[config.mk]
export PLATFORM = sky130hd
export DESIGN_NAME = serial_port_zero
export DESIGN_NICKNAME = d
export VERILOG_FILES = /design/src/serial_port_pkg.sv /design/src/serial_port_zero.sv
export SDC_FILE = /design/constraint.sdc
export NUM_CORES = 1
export LEC_CHECK = 0
export BUFFER_PORTS_ARGS = -buffer_cell sky130_fd_sc_hd__buf_4
export CAP_MARGIN = 25
export CORE_ASPECT_RATIO = 0.8
export CORE_UTILIZATION = 55
export DETAILED_ROUTE_END_ITERATION = 8
export PLACE_DENSITY = 0.74
export SKIP_CTS_REPAIR_TIMING = 1
export SLEW_MARGIN = 20
export SYNTH_ARGS = -nofsm -noshare
export SYNTH_HDL_FRONTEND = slang
export SYNTH_SLANG_ARGS = --single-unit
[constraint.sdc]
create_clock -name core_clk -period 3.6 [get_ports core_clk]
set_input_delay 0.18 -clock core_clk [delete_from_list [all_inputs] [get_ports core_clk]]
set_output_delay 0.18 -clock core_clk [all_outputs]
set_load 0.05 [all_outputs]
[src/serial_port_pkg.sv]
// Constants and carrier types for the timer-driven serial port
package serial_port_pkg;

    // Register addresses on the plain register port
    localparam logic [1:0] ADDR_CONTROL = 2'h0;
    localparam logic [1:0] ADDR_DATA    = 2'h1;
    localparam logic [1:0] ADDR_RELOAD  = 2'h2;
    localparam logic [1:0] ADDR_TIMER   = 2'h3;

    // Serial control register field positions
    localparam int BIT_MODE     = 7;
    localparam int BIT_UNUSED   = 6;
    localparam int BIT_MPE      = 5;
    localparam int BIT_RXEN     = 4;
    localparam int BIT_TX9      = 3;
    localparam int BIT_RX9      = 2;
    localparam int BIT_TXDONE   = 1;
    localparam int BIT_RXDONE   = 0;

    // Reset values
    localparam logic [7:0] CONTROL_RESET = 8'h40;
    localparam logic [7:0] BYTE_RESET    = 8'h00;

    // Timer clock source select, and divider figures
    localparam logic [2:0] SRC_SYS      = 3'h0;
    localparam logic [2:0] SRC_DIV4     = 3'h1;
    localparam logic [2:0] SRC_DIV12    = 3'h2;
    localparam logic [2:0] SRC_DIV48    = 3'h3;
    localparam logic [2:0] SRC_EXT_OSC  = 3'h4;
    localparam logic [2:0] SRC_EXT_PIN  = 3'h5;
    localparam logic [5:0] PRESCALE_MAX = 6'h2F;
    localparam int         DIV4_N       = 4;
    localparam int         DIV12_N      = 12;
    localparam int         DIV48_N      = 48;
    localparam logic [2:0] EXT_OSC_LAST = 3'h7;
    localparam logic [7:0] TIMER_TOP    = 8'hFF;

    // Frame lengths in bits after the start bit
    localparam logic [3:0] DATA_BITS    = 4'h8;
    localparam logic [3:0] FRAME8_LAST  = 4'h9;
    localparam logic [3:0] FRAME9_LAST  = 4'hA;

    typedef struct packed {
        logic [1:0] addr;
        logic [7:0] wdata;
        logic       wr;
        logic       rd;
    } reg_req_t;

    typedef struct packed {
        logic       mode9;
        logic       mpe;
        logic       rx_en;
        logic       tx9;
    } ctrl_t;

endpackage : serial_port_pkg

[src/serial_port_zero.sv]
// Asynchronous serial port with timer-derived bit rate
`timescale 1ns/100ps

// Summary of operation
// - Data writes load transmit register; data reads return receive latch only.
// - Done flags stay set until software writes them clear.
// - Transmit timing from timer low byte overflow; receive from hidden copy.
// - Each overflow stream is halved to make its bit clock.
// - Timer overflows every 256 minus reload ticks; bit rate is half.
// - Receive timer runs with timer, same reload, reloaded on start bit.
// - Timer clock chosen from six sources.
// - Control bit 7 chooses 8-bit or 9-bit frames.
// - 8-bit frame: start, eight data bits LSB first, stop.
// - 8-bit mode stores data byte, and stop bit in control bit 2.
// - Writing the data buffer starts a transmit frame.
// - Transmit done flag sets at start of stop bit.
// - Reception starts only while receive enable bit 4 is one; a frame under way completes.
// - 8-bit load needs receive flag clear and, with filter, stop one.
// - Load stores byte, ninth bit, sets flag; otherwise nothing changes.
// - Overrun keeps the first byte and drops later data.
// - Interrupt request asserts while enabled and either done flag set.
// - 9-bit frame: start, eight data LSB first, ninth bit, stop.
// - Transmitted ninth bit comes from control bit 3.
// - 9-bit mode stores ninth bit; stop level ignored.
// - 9-bit load with filter needs ninth bit one; flag must be clear.
// - Receive shifter is separate from the receive latch.
// - Mode bit zero means 8-bit, one means 9-bit frames.
// - Multiprocessor enable sits at control bit 5.
// - Receive flag sets when the stop bit is sampled.
module serial_port_zero
    import serial_port_pkg::*;
(
    // Clock and reset
    input  wire logic       core_clk,
    input  wire logic       sys_rst,
    // Register port
    input  wire reg_req_t   req,
    output logic [7:0]      rdata,
    // Timer control
    input  wire logic       timer_run,
    input  wire logic [2:0] timer_src,
    input  wire logic       ext_osc_clk,
    input  wire logic       aux_timer_ext_input,
    input  wire logic       irq_enable,
    // Serial pins and interrupt
    input  wire logic       rx_pin,
    output logic            tx_pin,
    output logic            irq
);

    // ************************************************************
    // Register storage
    // ************************************************************
    ctrl_t       ctrl_r;
    logic        tx_done_flag_r;
    logic        rx_done_flag_r;
    logic        rx_ninth_bit_r;
    logic [7:0]  rx_latch_r;
    logic [7:0]  aux_timer_reload_byte_r;
    logic [7:0]  aux_timer_low_byte_r;
    logic        wr_ctrl;
    logic        wr_data;
    logic        tx_done_set;
    logic        rx_load;
    logic [7:0]  ctrl_rd;

    assign wr_ctrl = req.wr && (req.addr == ADDR_CONTROL);
    assign wr_data = req.wr && (req.addr == ADDR_DATA);

    always_ff @(posedge core_clk)
    begin
        if (sys_rst)
        begin
            ctrl_r <= '0;
        end
        else if (wr_ctrl)
        begin
            ctrl_r.mode9 <= req.wdata[BIT_MODE];
            ctrl_r.mpe   <= req.wdata[BIT_MPE];
            ctrl_r.rx_en <= req.wdata[BIT_RXEN];
            ctrl_r.tx9   <= req.wdata[BIT_TX9];
        end
    end

    // Hardware set wins over a software clear in the same cycle
    always_ff @(posedge core_clk)
    begin
        if (sys_rst)
            tx_done_flag_r <= 1'b0;
        else if (tx_done_set)
            tx_done_flag_r <= 1'b1;
        else if (wr_ctrl)
            tx_done_flag_r <= req.wdata[BIT_TXDONE];
    end

    always_ff @(posedge core_clk)
    begin
        if (sys_rst)
            rx_done_flag_r <= 1'b0;
        else if (rx_load)
            rx_done_flag_r <= 1'b1;
        else if (wr_ctrl)
            rx_done_flag_r <= req.wdata[BIT_RXDONE];
    end

    always_ff @(posedge core_clk)
    begin
        if (sys_rst)
            aux_timer_reload_byte_r <= BYTE_RESET;
        else if (req.wr && (req.addr == ADDR_RELOAD))
            aux_timer_reload_byte_r <= req.wdata;
    end

    always_comb
    begin
        ctrl_rd               = CONTROL_RESET;
        ctrl_rd[BIT_MODE]     = ctrl_r.mode9;
        ctrl_rd[BIT_MPE]      = ctrl_r.mpe;
        ctrl_rd[BIT_RXEN]     = ctrl_r.rx_en;
        ctrl_rd[BIT_TX9]      = ctrl_r.tx9;
        ctrl_rd[BIT_RX9]      = rx_ninth_bit_r;
        ctrl_rd[BIT_TXDONE]   = tx_done_flag_r;
        ctrl_rd[BIT_RXDONE]   = rx_done_flag_r;
    end

    always_ff @(posedge core_clk)
    begin
        if (sys_rst)
            rdata <= BYTE_RESET;
        else if (req.rd)
        begin
            unique case (req.addr)
                ADDR_CONTROL: rdata <= ctrl_rd;
                ADDR_DATA:    rdata <= rx_latch_r;
                ADDR_RELOAD:  rdata <= aux_timer_reload_byte_r;
                ADDR_TIMER:   rdata <= aux_timer_low_byte_r;
            endcase
        end
        else
            rdata <= BYTE_RESET;
    end

    assign irq = irq_enable && (tx_done_flag_r || rx_done_flag_r);

    // ************************************************************
    // Pin synchronisers
    // ************************************************************
    logic [2:0] rx_sync_r;
    logic [2:0] xin_sync_r;
    logic [2:0] osc_sync_r;
    logic       rx_level_r;
    logic       xin_level_r;
    logic       osc_level_r;

    always_ff @(posedge core_clk)
    begin
        if (sys_rst)
        begin
            rx_sync_r  <= 3'h7;
            xin_sync_r <= 3'h0;
            osc_sync_r <= 3'h0;
        end
        else
        begin
            rx_sync_r  <= {rx_sync_r[1:0], rx_pin};
            xin_sync_r <= {xin_sync_r[1:0], aux_timer_ext_input};
            osc_sync_r <= {osc_sync_r[1:0], ext_osc_clk};
        end
    end

    // Level changes only once stages two and three agree
    always_ff @(posedge core_clk)
    begin
        if (sys_rst)
        begin
            rx_level_r  <= 1'b1;
            xin_level_r <= 1'b0;
            osc_level_r <= 1'b0;
        end
        else
        begin
            if (rx_sync_r[1] == rx_sync_r[2])
                rx_level_r <= rx_sync_r[2];
            if (xin_sync_r[1] == xin_sync_r[2])
                xin_level_r <= xin_sync_r[2];
            if (osc_sync_r[1] == osc_sync_r[2])
                osc_level_r <= osc_sync_r[2];
        end
    end

    // ************************************************************
    // Timer clock source and timers
    // ************************************************************
    logic [5:0] pre_cnt_r;
    logic [2:0] osc_cnt_r;
    logic       xin_prev_r;
    logic       osc_prev_r;
    logic       tick;
    logic       tx_ovf;
    logic       rx_ovf;
    logic [7:0] rx_timer_r;
    logic       rx_reload;

    function automatic logic pre_hit(input logic [5:0] cnt, input int n);
        pre_hit = (int'(cnt) % n) == (n - 1);
    endfunction

    always_ff @(posedge core_clk)
    begin
        if (sys_rst)
        begin
            pre_cnt_r  <= '0;
            osc_cnt_r  <= '0;
            xin_prev_r <= 1'b0;
            osc_prev_r <= 1'b0;
        end
        else
        begin
            pre_cnt_r  <= (pre_cnt_r == PRESCALE_MAX) ? '0 : pre_cnt_r + 6'h01;
            xin_prev_r <= xin_level_r;
            osc_prev_r <= osc_level_r;
            if (osc_level_r && !osc_prev_r)
                osc_cnt_r <= osc_cnt_r + 3'h1;
        end
    end

    always_comb
    begin
        unique case (timer_src)
            SRC_SYS:     tick = 1'b1;
            SRC_DIV4:    tick = pre_hit(pre_cnt_r, DIV4_N);
            SRC_DIV12:   tick = pre_hit(pre_cnt_r, DIV12_N);
            SRC_DIV48:   tick = pre_hit(pre_cnt_r, DIV48_N);
            SRC_EXT_OSC: tick = osc_level_r && !osc_prev_r && (osc_cnt_r == EXT_OSC_LAST);
            SRC_EXT_PIN: tick = xin_level_r && !xin_prev_r;
            default:     tick = 1'b0;
        endcase
    end

    assign tx_ovf = timer_run && tick && (aux_timer_low_byte_r == TIMER_TOP);
    assign rx_ovf = timer_run && tick && (rx_timer_r == TIMER_TOP);

    always_ff @(posedge core_clk)
    begin
        if (sys_rst)
            aux_timer_low_byte_r <= BYTE_RESET;
        else if (req.wr && (req.addr == ADDR_TIMER))
            aux_timer_low_byte_r <= req.wdata;
        else if (tx_ovf)
            aux_timer_low_byte_r <= aux_timer_reload_byte_r;
        else if (timer_run && tick)
            aux_timer_low_byte_r <= aux_timer_low_byte_r + 8'h01;
    end

    always_ff @(posedge core_clk)
    begin
        if (sys_rst)
            rx_timer_r <= BYTE_RESET;
        else if (rx_reload || rx_ovf)
            rx_timer_r <= aux_timer_reload_byte_r;
        else if (timer_run && tick)
            rx_timer_r <= rx_timer_r + 8'h01;
    end

    // ************************************************************
    // Transmitter
    // ************************************************************
    typedef enum {TX_IDLE, TX_START, TX_BITS} tx_state_t;
    tx_state_t   tx_state_r;
    logic        tx_half_r;
    logic [3:0]  tx_idx_r;
    logic [8:0]  tx_shift_r;
    logic        tx_bit_tick;
    logic [3:0]  tx_last;

    assign tx_bit_tick = tx_ovf && tx_half_r;
    assign tx_last     = ctrl_r.mode9 ? FRAME9_LAST : FRAME8_LAST;
    assign tx_done_set = tx_bit_tick && (tx_state_r == TX_BITS) && (tx_idx_r == tx_last - 4'h1);

    always_ff @(posedge core_clk)
    begin
        if (sys_rst)
            tx_half_r <= 1'b0;
        else if (tx_ovf)
            tx_half_r <= !tx_half_r;
    end

    always_ff @(posedge core_clk)
    begin
        if (sys_rst)
        begin
            tx_state_r <= TX_IDLE;
            tx_idx_r   <= '0;
            tx_shift_r <= '0;
            tx_pin     <= 1'b1;
        end
        else
        begin
            unique case (tx_state_r)
                TX_IDLE:
                    if (wr_data)
                    begin
                        tx_shift_r <= {ctrl_r.tx9, req.wdata};
                        tx_state_r <= TX_START;
                    end
                TX_START:
                    if (tx_bit_tick)
                    begin
                        tx_pin     <= 1'b0;
                        tx_idx_r   <= '0;
                        tx_state_r <= TX_BITS;
                    end
                TX_BITS:
                    if (tx_bit_tick)
                    begin
                        if (tx_idx_r == tx_last)
                        begin
                            tx_state_r <= TX_IDLE;
                        end
                        else if (tx_idx_r == tx_last - 4'h1)
                        begin
                            tx_pin   <= 1'b1;                    // Stop bit
                            tx_idx_r <= tx_idx_r + 4'h1;
                        end
                        else
                        begin
                            tx_pin     <= tx_shift_r[0];
                            tx_shift_r <= {1'b0, tx_shift_r[8:1]};
                            tx_idx_r   <= tx_idx_r + 4'h1;
                        end
                    end
            endcase
        end
    end

    // ************************************************************
    // Receiver
    // ************************************************************
    typedef enum {RX_IDLE, RX_START, RX_BITS} rx_state_t;
    rx_state_t   rx_state_r;
    logic        rx_half_r;
    logic [3:0]  rx_idx_r;
    logic [8:0]  rx_shift_r;
    logic [3:0]  rx_last;
    logic        rx_ninth;
    logic        rx_ok;

    assign rx_reload = (rx_state_r == RX_IDLE) && ctrl_r.rx_en && !rx_level_r;
    assign rx_last   = ctrl_r.mode9 ? FRAME9_LAST : FRAME8_LAST;
    // In 8-bit mode the ninth stored bit is the stop bit
    assign rx_ninth  = ctrl_r.mode9 ? rx_shift_r[8] : rx_level_r;
    assign rx_ok     = !rx_done_flag_r && (!ctrl_r.mpe || rx_ninth);
    assign rx_load   = rx_ovf && !rx_half_r && (rx_state_r == RX_BITS)
                       && (rx_idx_r == rx_last - 4'h1) && rx_ok;

    // Half-period phase puts every sample at mid-bit
    always_ff @(posedge core_clk)
    begin
        if (sys_rst || rx_reload)
            rx_half_r <= 1'b0;
        else if (rx_ovf)
            rx_half_r <= !rx_half_r;
    end

    always_ff @(posedge core_clk)
    begin
        if (sys_rst)
        begin
            rx_state_r <= RX_IDLE;
            rx_idx_r   <= '0;
            rx_shift_r <= '0;
        end
        else
        begin
            unique case (rx_state_r)
                RX_IDLE:
                    if (rx_reload)
                        rx_state_r <= RX_START;
                RX_START:
                    if (rx_ovf && !rx_half_r)
                    begin
                        rx_idx_r   <= '0;
                        rx_state_r <= rx_level_r ? RX_IDLE : RX_BITS;
                    end
                RX_BITS:
                    if (rx_ovf && !rx_half_r)
                    begin
                        if (rx_idx_r == rx_last - 4'h1)
                            rx_state_r <= RX_IDLE;
                        else
                        begin
                            if (rx_idx_r < DATA_BITS)
                                rx_shift_r <= {1'b0, rx_level_r, rx_shift_r[7:1]};
                            else
                                rx_shift_r[8] <= rx_level_r;
                            rx_idx_r <= rx_idx_r + 4'h1;
                        end
                    end
            endcase
        end
    end

    always_ff @(posedge core_clk)
    begin
        if (sys_rst)
        begin
            rx_latch_r     <= BYTE_RESET;
            rx_ninth_bit_r <= 1'b0;
        end
        else if (rx_load)
        begin
            rx_latch_r     <= rx_shift_r[7:0];
            rx_ninth_bit_r <= rx_ninth;
        end
    end

    // ************************************************************
    // Assertions
    // ************************************************************
    a_flag_sticky: assert property (@(posedge core_clk) disable iff (sys_rst)
        $fell(rx_done_flag_r) |-> $past(wr_ctrl) && !$past(req.wdata[BIT_RXDONE]))
        else $error("receive flag cleared without software write");
    a_tx_flag_set: assert property (@(posedge core_clk) disable iff (sys_rst)
        tx_done_set |=> tx_done_flag_r && tx_pin)
        else $error("transmit flag not set at stop bit");
    a_load_gate: assert property (@(posedge core_clk) disable iff (sys_rst)
        rx_load |-> !rx_done_flag_r)
        else $error("load while receive flag set");
    a_latch_hold: assert property (@(posedge core_clk) disable iff (sys_rst)
        !$past(rx_load) && !$past(sys_rst) |-> $stable(rx_latch_r) && $stable(rx_ninth_bit_r))
        else $error("receive latch changed without load");
    a_irq_flags: assert property (@(posedge core_clk) disable iff (sys_rst)
        irq == (irq_enable && (tx_done_flag_r || rx_done_flag_r)))
        else $error("interrupt not tied to flags");
    a_rx_disabled: assert property (@(posedge core_clk) disable iff (sys_rst)
        !ctrl_r.rx_en && rx_state_r == RX_IDLE |=> rx_state_r == RX_IDLE)
        else $error("receiver started while disabled");
    a_tx_start_low: assert property (@(posedge core_clk) disable iff (sys_rst)
        tx_state_r == TX_START && tx_bit_tick |=> !tx_pin)
        else $error("start bit not low");
    a_rx_reload: assert property (@(posedge core_clk) disable iff (sys_rst)
        rx_reload |=> rx_timer_r == $past(aux_timer_reload_byte_r))
        else $error("receive timer not reloaded on start");
    a_mpe_filter: assert property (@(posedge core_clk) disable iff (sys_rst)
        rx_load && ctrl_r.mpe |-> rx_ninth)
        else $error("filtered frame loaded");
    c_tx_frame: cover property (@(posedge core_clk) tx_done_set);
    c_rx_load9: cover property (@(posedge core_clk) rx_load && ctrl_r.mode9);
    c_overrun:  cover property (@(posedge core_clk) rx_state_r == RX_BITS && rx_done_flag_r);

endmodule // serial_port_zero

==> metrics.csv, run 1 <==
metric,value,unit
wirelength,12.6,mm
ir_drop,288,uV
synthCells,570,
slowest_delay,0.61,ns
ant_nets,0,
drtPass1Iterations,4,
placeableCoreArea,0.00919,mm^2
critPathBufInv,1,
use_met2,42.0,%
ys_seq_elements,103,
fmax,326,MHz
syn_to_final_growth,11.1,%
total_power,2.42,mW
regArea,0.00206,mm^2
yosysWarnings,0,
layout-drive-gt1-share,14.6,%
syn_area,0.00528,mm^2
fin_skew,0.00694,ns
critPathTopFamily,compound AO/OA/AOI/OAI gates,
grt-ovfl-total,0,
synth_top_family_by_area,simple AND/OR/NAND/NOR gates,
synthXorXnorAreaFrac,1.83,%
clockRootBuffer,clkbuf_16,
synth_area_per_cell,9.25,um^2
power.leakage,2.33,nW
drv_slew,0,
synth.distinct_cells,81,
nets,631,
synth_simple_gate_area_share,21.6,%
drtIter0Drc,280,
required,3.80,ns
dp_hpwl,8.92,mm
synthFlopType,dfxtp_1,
crit_path_max_fanout,8,
drc,0,
startpoint_type,flop,
final.period_utilization,85.2,%
vias_per_cell,6.19,
finalHoldViolCount,0,
ys_seq_area_share,39.1,%
synth_edf_count,0,
syn_nets,612,
cts_tree,built,
hold_class,in -> reg,
synth_top_area_share,39.1,%
grt.busiest_layer,met2,
synth_fa_ha_area_share,4.74,%
clk_pin_slew,0.07,ns
slew_headroom,41.7,%
core.rowCount,31,
synth.area.top_cells,"dfxtp_1 39%, mux2i_1 9.3%, ha_1 4.7%",
wl_per_cell,17.8,um
critPathCaptureType,flop,
setup_viol,0,
ios,32,
pwr_density_cell,413,mW/mm^2
worst_pin_slew,0.875,ns
synth_common_cells,"103 x dfxtp_1, 62 x nor2_1, 49 x mux2i_1",
dr_total_vias,4388,
die_area,0.00999,mm^2
synth.most_common_cell,dfxtp_1,
grt_start_max_net_pins,85,
numCtsBuffers,9,
fin_setup_tns,0,ns
rsz0062_at_grt,false,
io_buffers,31,
grt_pass1_vias,4021,
path_class,reg -> reg,
grt_pass1_wl,20.1,mm
antenna_found_initial,0,
die_h,89.6,um
synth_compound_gate_area_share,15.7,%
status,completed,
synth_top_cell_by_area,dfxtp_1,
die-width,111,um
maxCapViolations,0,
gp_congestion,0.871,
async_flop_share,0,%
nFillCells,773,
met3_usage,6.17,%
start_util,57.4,%
min_period,3.07,ns
cts_buffer_depth,2,
crit_chain,inv_1 > ha_1 > a21o_1 > o31a_1 > o2111a_2 > nor4_1 > o2111a_1 > mux2i_1 > nor2_1,
synth_mux_area_share,12.8,%
htreeDepth,3,
multiInputGateArea,0.00299,mm^2
hold_slack,0.0289,ns
clock_latency,0.35,ns
crit_arrival,3.27,ns
critPathSlowestCell,o2111a_1,
grt_usage,25.9,%
num_antenna_cells,0,
clock-sinks,103,
final_util,63.8,%
grt_use_met1,33.9,%
[where the power goes]
| group | internal (mW) | switching (mW) | leakage [nW] |
|---|---|---|---|
| logic | 0.0849 | 0.128 | 1.34 |
| registers | 1.17 | 0.0284 | 0.835 |
| clock network | 0.580 | 0.431 | 0.153 |
| total | 1.83 | 0.588 | 2.33 |
[layout make-up]
cell class / count / area share, %
Sequential cell: 103 / 35.2
Clock inverter: 4 / 0.897
Multi-Input combinational cell: 417 / 50.9
Tap cell: 115 / 2.46
Clock buffer: 12 / 4.38
Inverter: 20 / 1.28
Timing Repair Buffer: 38 / 4.87
[per-stage QoR]
stage                     setup slack (ns)  std cells  cell area [um^2]
after floorplan                      0.981        570              5280
after global placement               0.762        693              5550
after detailed placement             0.608        693              5550
after CTS                            0.579        709              5860
after global routing                 0.267        709              5860
final                                0.532        709              5860
[path summary, 6_finish.rpt]
check | from | to | slack [ns] | cells after the start
min | rx_pin | rx_sync_r[0]$_SDFF_PP1_ | 0.03 | 2
max | pre_cnt_r[5]$_SDFF_PP0_ | rx_shift_r[6]$_SDFFE_PP0P_ | 0.53 | 9
min reg2reg | xin_sync_r[0]$_SDFF_PP0_ | xin_sync_r[1]$_SDFF_PP0_ | 0.44 | 1
max reg2reg | pre_cnt_r[5]$_SDFF_PP0_ | rx_shift_r[6]$_SDFFE_PP0P_ | 0.53 | 9
[cells in the final DEF, fill, tap and decap left out, drive strengths merged, types with 4 or more instances in the layout]
master / n
dfxtp: 103
a21o: 6
nand2b: 6
mux2i: 49
xor2: 5
nor2: 63
or2: 4
and2: 6
a31oi: 9
nand3: 22
nand4: 8
ha: 20
xnor2: 6
nor3: 16
a211oi: 13
o21ai: 23
and3: 18
clkbuf: 12
nor4: 6
inv: 21
nor3b: 4
buf: 38
a21oi: 23
nor2b: 13
o32ai: 5
nand2: 35
mux4: 7
[layer usage]
| metal | part of all wire (%) | vias to the layer above |
|---|---|---|
| li1 | - | 2103 |
| met1 | 45 | 2119 |
| met2 | 46 | 134 |
| met3 | 5.5 | 32 |
| met4 | 3.3 | 0 |
| met5 | 0 | - |
[flip-flops by register name (all words and copies together) (netlist names), 6 cells and up]
name                     cells
rx_latch_r                   8
rx_timer_r                   8
rx_shift_r                   9
aux_timer_low_byte_r         8
pre_cnt_r                    6
rdata                        8
tx_shift_r                   9
aux_timer_reload_byte_r      8
[kinds of logic after synthesis]
| logic type | after synthesis |
|---|---|
| flip-flops | 103 |
| buffers and inverters | 50 |
| AO/OA/AOI/OAI | 112 |
| multiplexers | 58 |
| XOR/XNOR | 11 |
| adder cells (fa/ha/maj) | 20 |
| AND/OR/NAND/NOR | 216 |
[worst register-to-register path, stage by stage, from the launching register on]
cell	delay [ns]
dfxtp_1	0.44
inv_1	0.10
ha_1	0.27
a21o_1	0.18
o31a_1	0.24
o2111a_2	0.29
nor4_1	0.46
o2111a_1	0.61
mux2i_1	0.28
nor2_1	0.06
No activity file was read; power rests on OpenSTA's default activity.
==> run 2, diff against run 1 <==
--- a/config.mk
+++ b/config.mk
@@ -5,7 +5,7 @@
 export SDC_FILE = /design/constraint.sdc
 export NUM_CORES = 1
 export LEC_CHECK = 0
-export BUFFER_PORTS_ARGS = -buffer_cell sky130_fd_sc_hd__buf_4
+export BUFFER_PORTS_ARGS = -buffer_cell sky130_fd_sc_hd__buf_2
 export CAP_MARGIN = 25
 export CORE_ASPECT_RATIO = 0.8
 export CORE_UTILIZATION = 55
==> metrics.csv, run 2 (synthesized netlist as in run 1, its figures left out) <==
metric,value,unit
status,completed,
maxCapViolations,0,
final_util,63.2,%
power.switching,0.602,mW
power.leakage,2.32,nW
pwr-share-seq,48.5,%
drtIter0Drc,309,
comb_power_share,8.3,%
ant_nets,0,
rrSetupSlack,0.58,ns
drc,0,
clock_latency,0.35,ns
drtPass1Iterations,5,
nets,632,
fmax,331,MHz
rsz0062_at_grt,false,
netSwitchingFraction,24.4,%
dr_total_vias,4249,
timing.rr.start,pre_cnt_r[5]$_SDFF_PP0_,
crit_arrival,3.23,ns
die_area,0.00999,mm^2
pwr_density_cell,424,mW/mm^2
wirelength,12.2,mm
numCtsBuffers,9,
nFillCells,778,
core.rowCount,31,
final_cell_mix,"103 x dfxtp_1, 62 x nor2_1, 49 x mux2i_1, 33 x nand2_1, 31 x buf_2",
ios,32,
cts_buffer_depth,2,
grt_usage,26.4,%
placeableCoreArea,0.00919,mm^2
clkPwrFrac,43.2,%
start_util,57.4,%
grt_start_max_net_pins,46,
critPathCapture,tx_shift_r[5]$_SDFFE_PP0P_,
fin_setup_tns,0,ns
num_antenna_cells,0,
htreeDepth,3,
final.period_utilization,83.8,%
required,3.81,ns
antenna_found_initial,0,
clock-sinks,103,
clk_pin_slew,0.07,ns
grt_pass1_wl,20.5,mm
layout-drive-gt1-share,15.0,%
path_class,reg -> reg,
crit_path_start,pre_cnt_r[5]$_SDFF_PP0_,
min_period,3.02,ns
drv_slew,0,
hold_class,in -> reg,
ff2ff_path_depth,9,
wl_per_cell,17.2,um
slew_headroom,36.7,%
worst_pin_slew,0.946,ns
vias_per_cell,5.98,
fin_skew,0.0119,ns
critPathCaptureType,flop,
internal-power,1.86,mW
final_common_cell,dfxtp_1,
dp_hpwl,8.54,mm
setup_viol,0,
ir_drop,243,uV
die_h,89.6,um
io_buffers,31,
die-width,111,um
cts_tree,built,
syn_to_final_growth,10.2,%
reg2reg_to,tx_shift_r[5]$_SDFFE_PP0P_,
finalHoldViolCount,0,
crit_path_max_fanout,10,
startpoint_type,flop,
grt_pass1_vias,4049,
gp_congestion,0.920,
reg_top3,"rx_shift_r x9, tx_shift_r x9",
clockRootBuffer,clkbuf_16,
grt-ovfl-total,0,
[run 2: changes by cell type in the layout (fill, tap and decap cells not counted), sizes merged]
cell / delta
buf: +1
bufinv: +1
clkbuf: -3
clkinv: +1
clkinvlp: +1
[run 2: cell type report]
type | count | area, um^2 | share of cell area [%]
sequential | 103 | 2060 | 35.5
clock inverter | 7 | 106 | 1.83
tap | 115 | 144 | 2.48
clock buffer | 9 | 225 | 3.87
timing repair buffer | 39 | 215 | 3.70
inverter | 20 | 75.1 | 1.29
multi-input combinational | 417 | 2990 | 51.4
[run 2: through the flow]
step	worst slack (ns)	instances	area (um^2)	hold slack, ns	total power [mW]
2_1_floorplan	0.981	570	5280	0.284	1.36
5_1_grt	0.389	710	5810	0.00126	2.55
3_3_place_gp	0.760	694	5480	0.362	1.42
3_5_place_dp	0.663	694	5480	0.364	1.42
4_1_cts	0.628	710	5810	0.00360	2.48
6_report	0.582	710	5810	0.0136	2.46
[run 2: worst min-delay path by stage]
stage / slack, ns / from / cells past startpoint / endpoint
detailed placement: 0.36 / rx_pin / 2 / rx_sync_r[0]$_SDFF_PP1_
global placement: 0.36 / rx_pin / 2 / rx_sync_r[0]$_SDFF_PP1_
floorplan: 0.28 / rx_pin / 1 / rx_sync_r[0]$_SDFF_PP1_
CTS: 0.004 / rx_pin / 2 / rx_sync_r[0]$_SDFF_PP1_
global route: 0.001 / rx_pin / 2 / rx_sync_r[0]$_SDFF_PP1_
finish: 0.01 / rx_pin / 2 / rx_sync_r[0]$_SDFF_PP1_
[run 2: metal layers]
metal	part of all wire (%)	global-route usage, %	wire length [um]	vias to the layer above
met3	5.2	5.37	630	23
met2	45	43.4	5480	122
met1	47	34.8	5770	1993
met5	0	0	0	-
met4	2.6	10.4	318	0
li1	-	-	-	2111
[run 2: worst max-delay path, stage by stage, from the launching register on]
cell      delay [ns]
dfxtp_1         0.45
inv_1           0.10
ha_1            0.27
a21o_1          0.18
o31a_1          0.23
o2111a_2        0.29
or4_4           0.54
a21oi_4         0.33
or2_1           0.34
a211oi_1        0.14
[run 2: power groups by stage]
stage,clock [mW],combinational [mW],sequential [mW]
floorplan,0,0.143,1.22
global placement,0,0.198,1.22
detailed placement,0,0.201,1.22
CTS,1.08,0.203,1.19
global route,1.12,0.225,1.20
finish,1.07,0.204,1.20
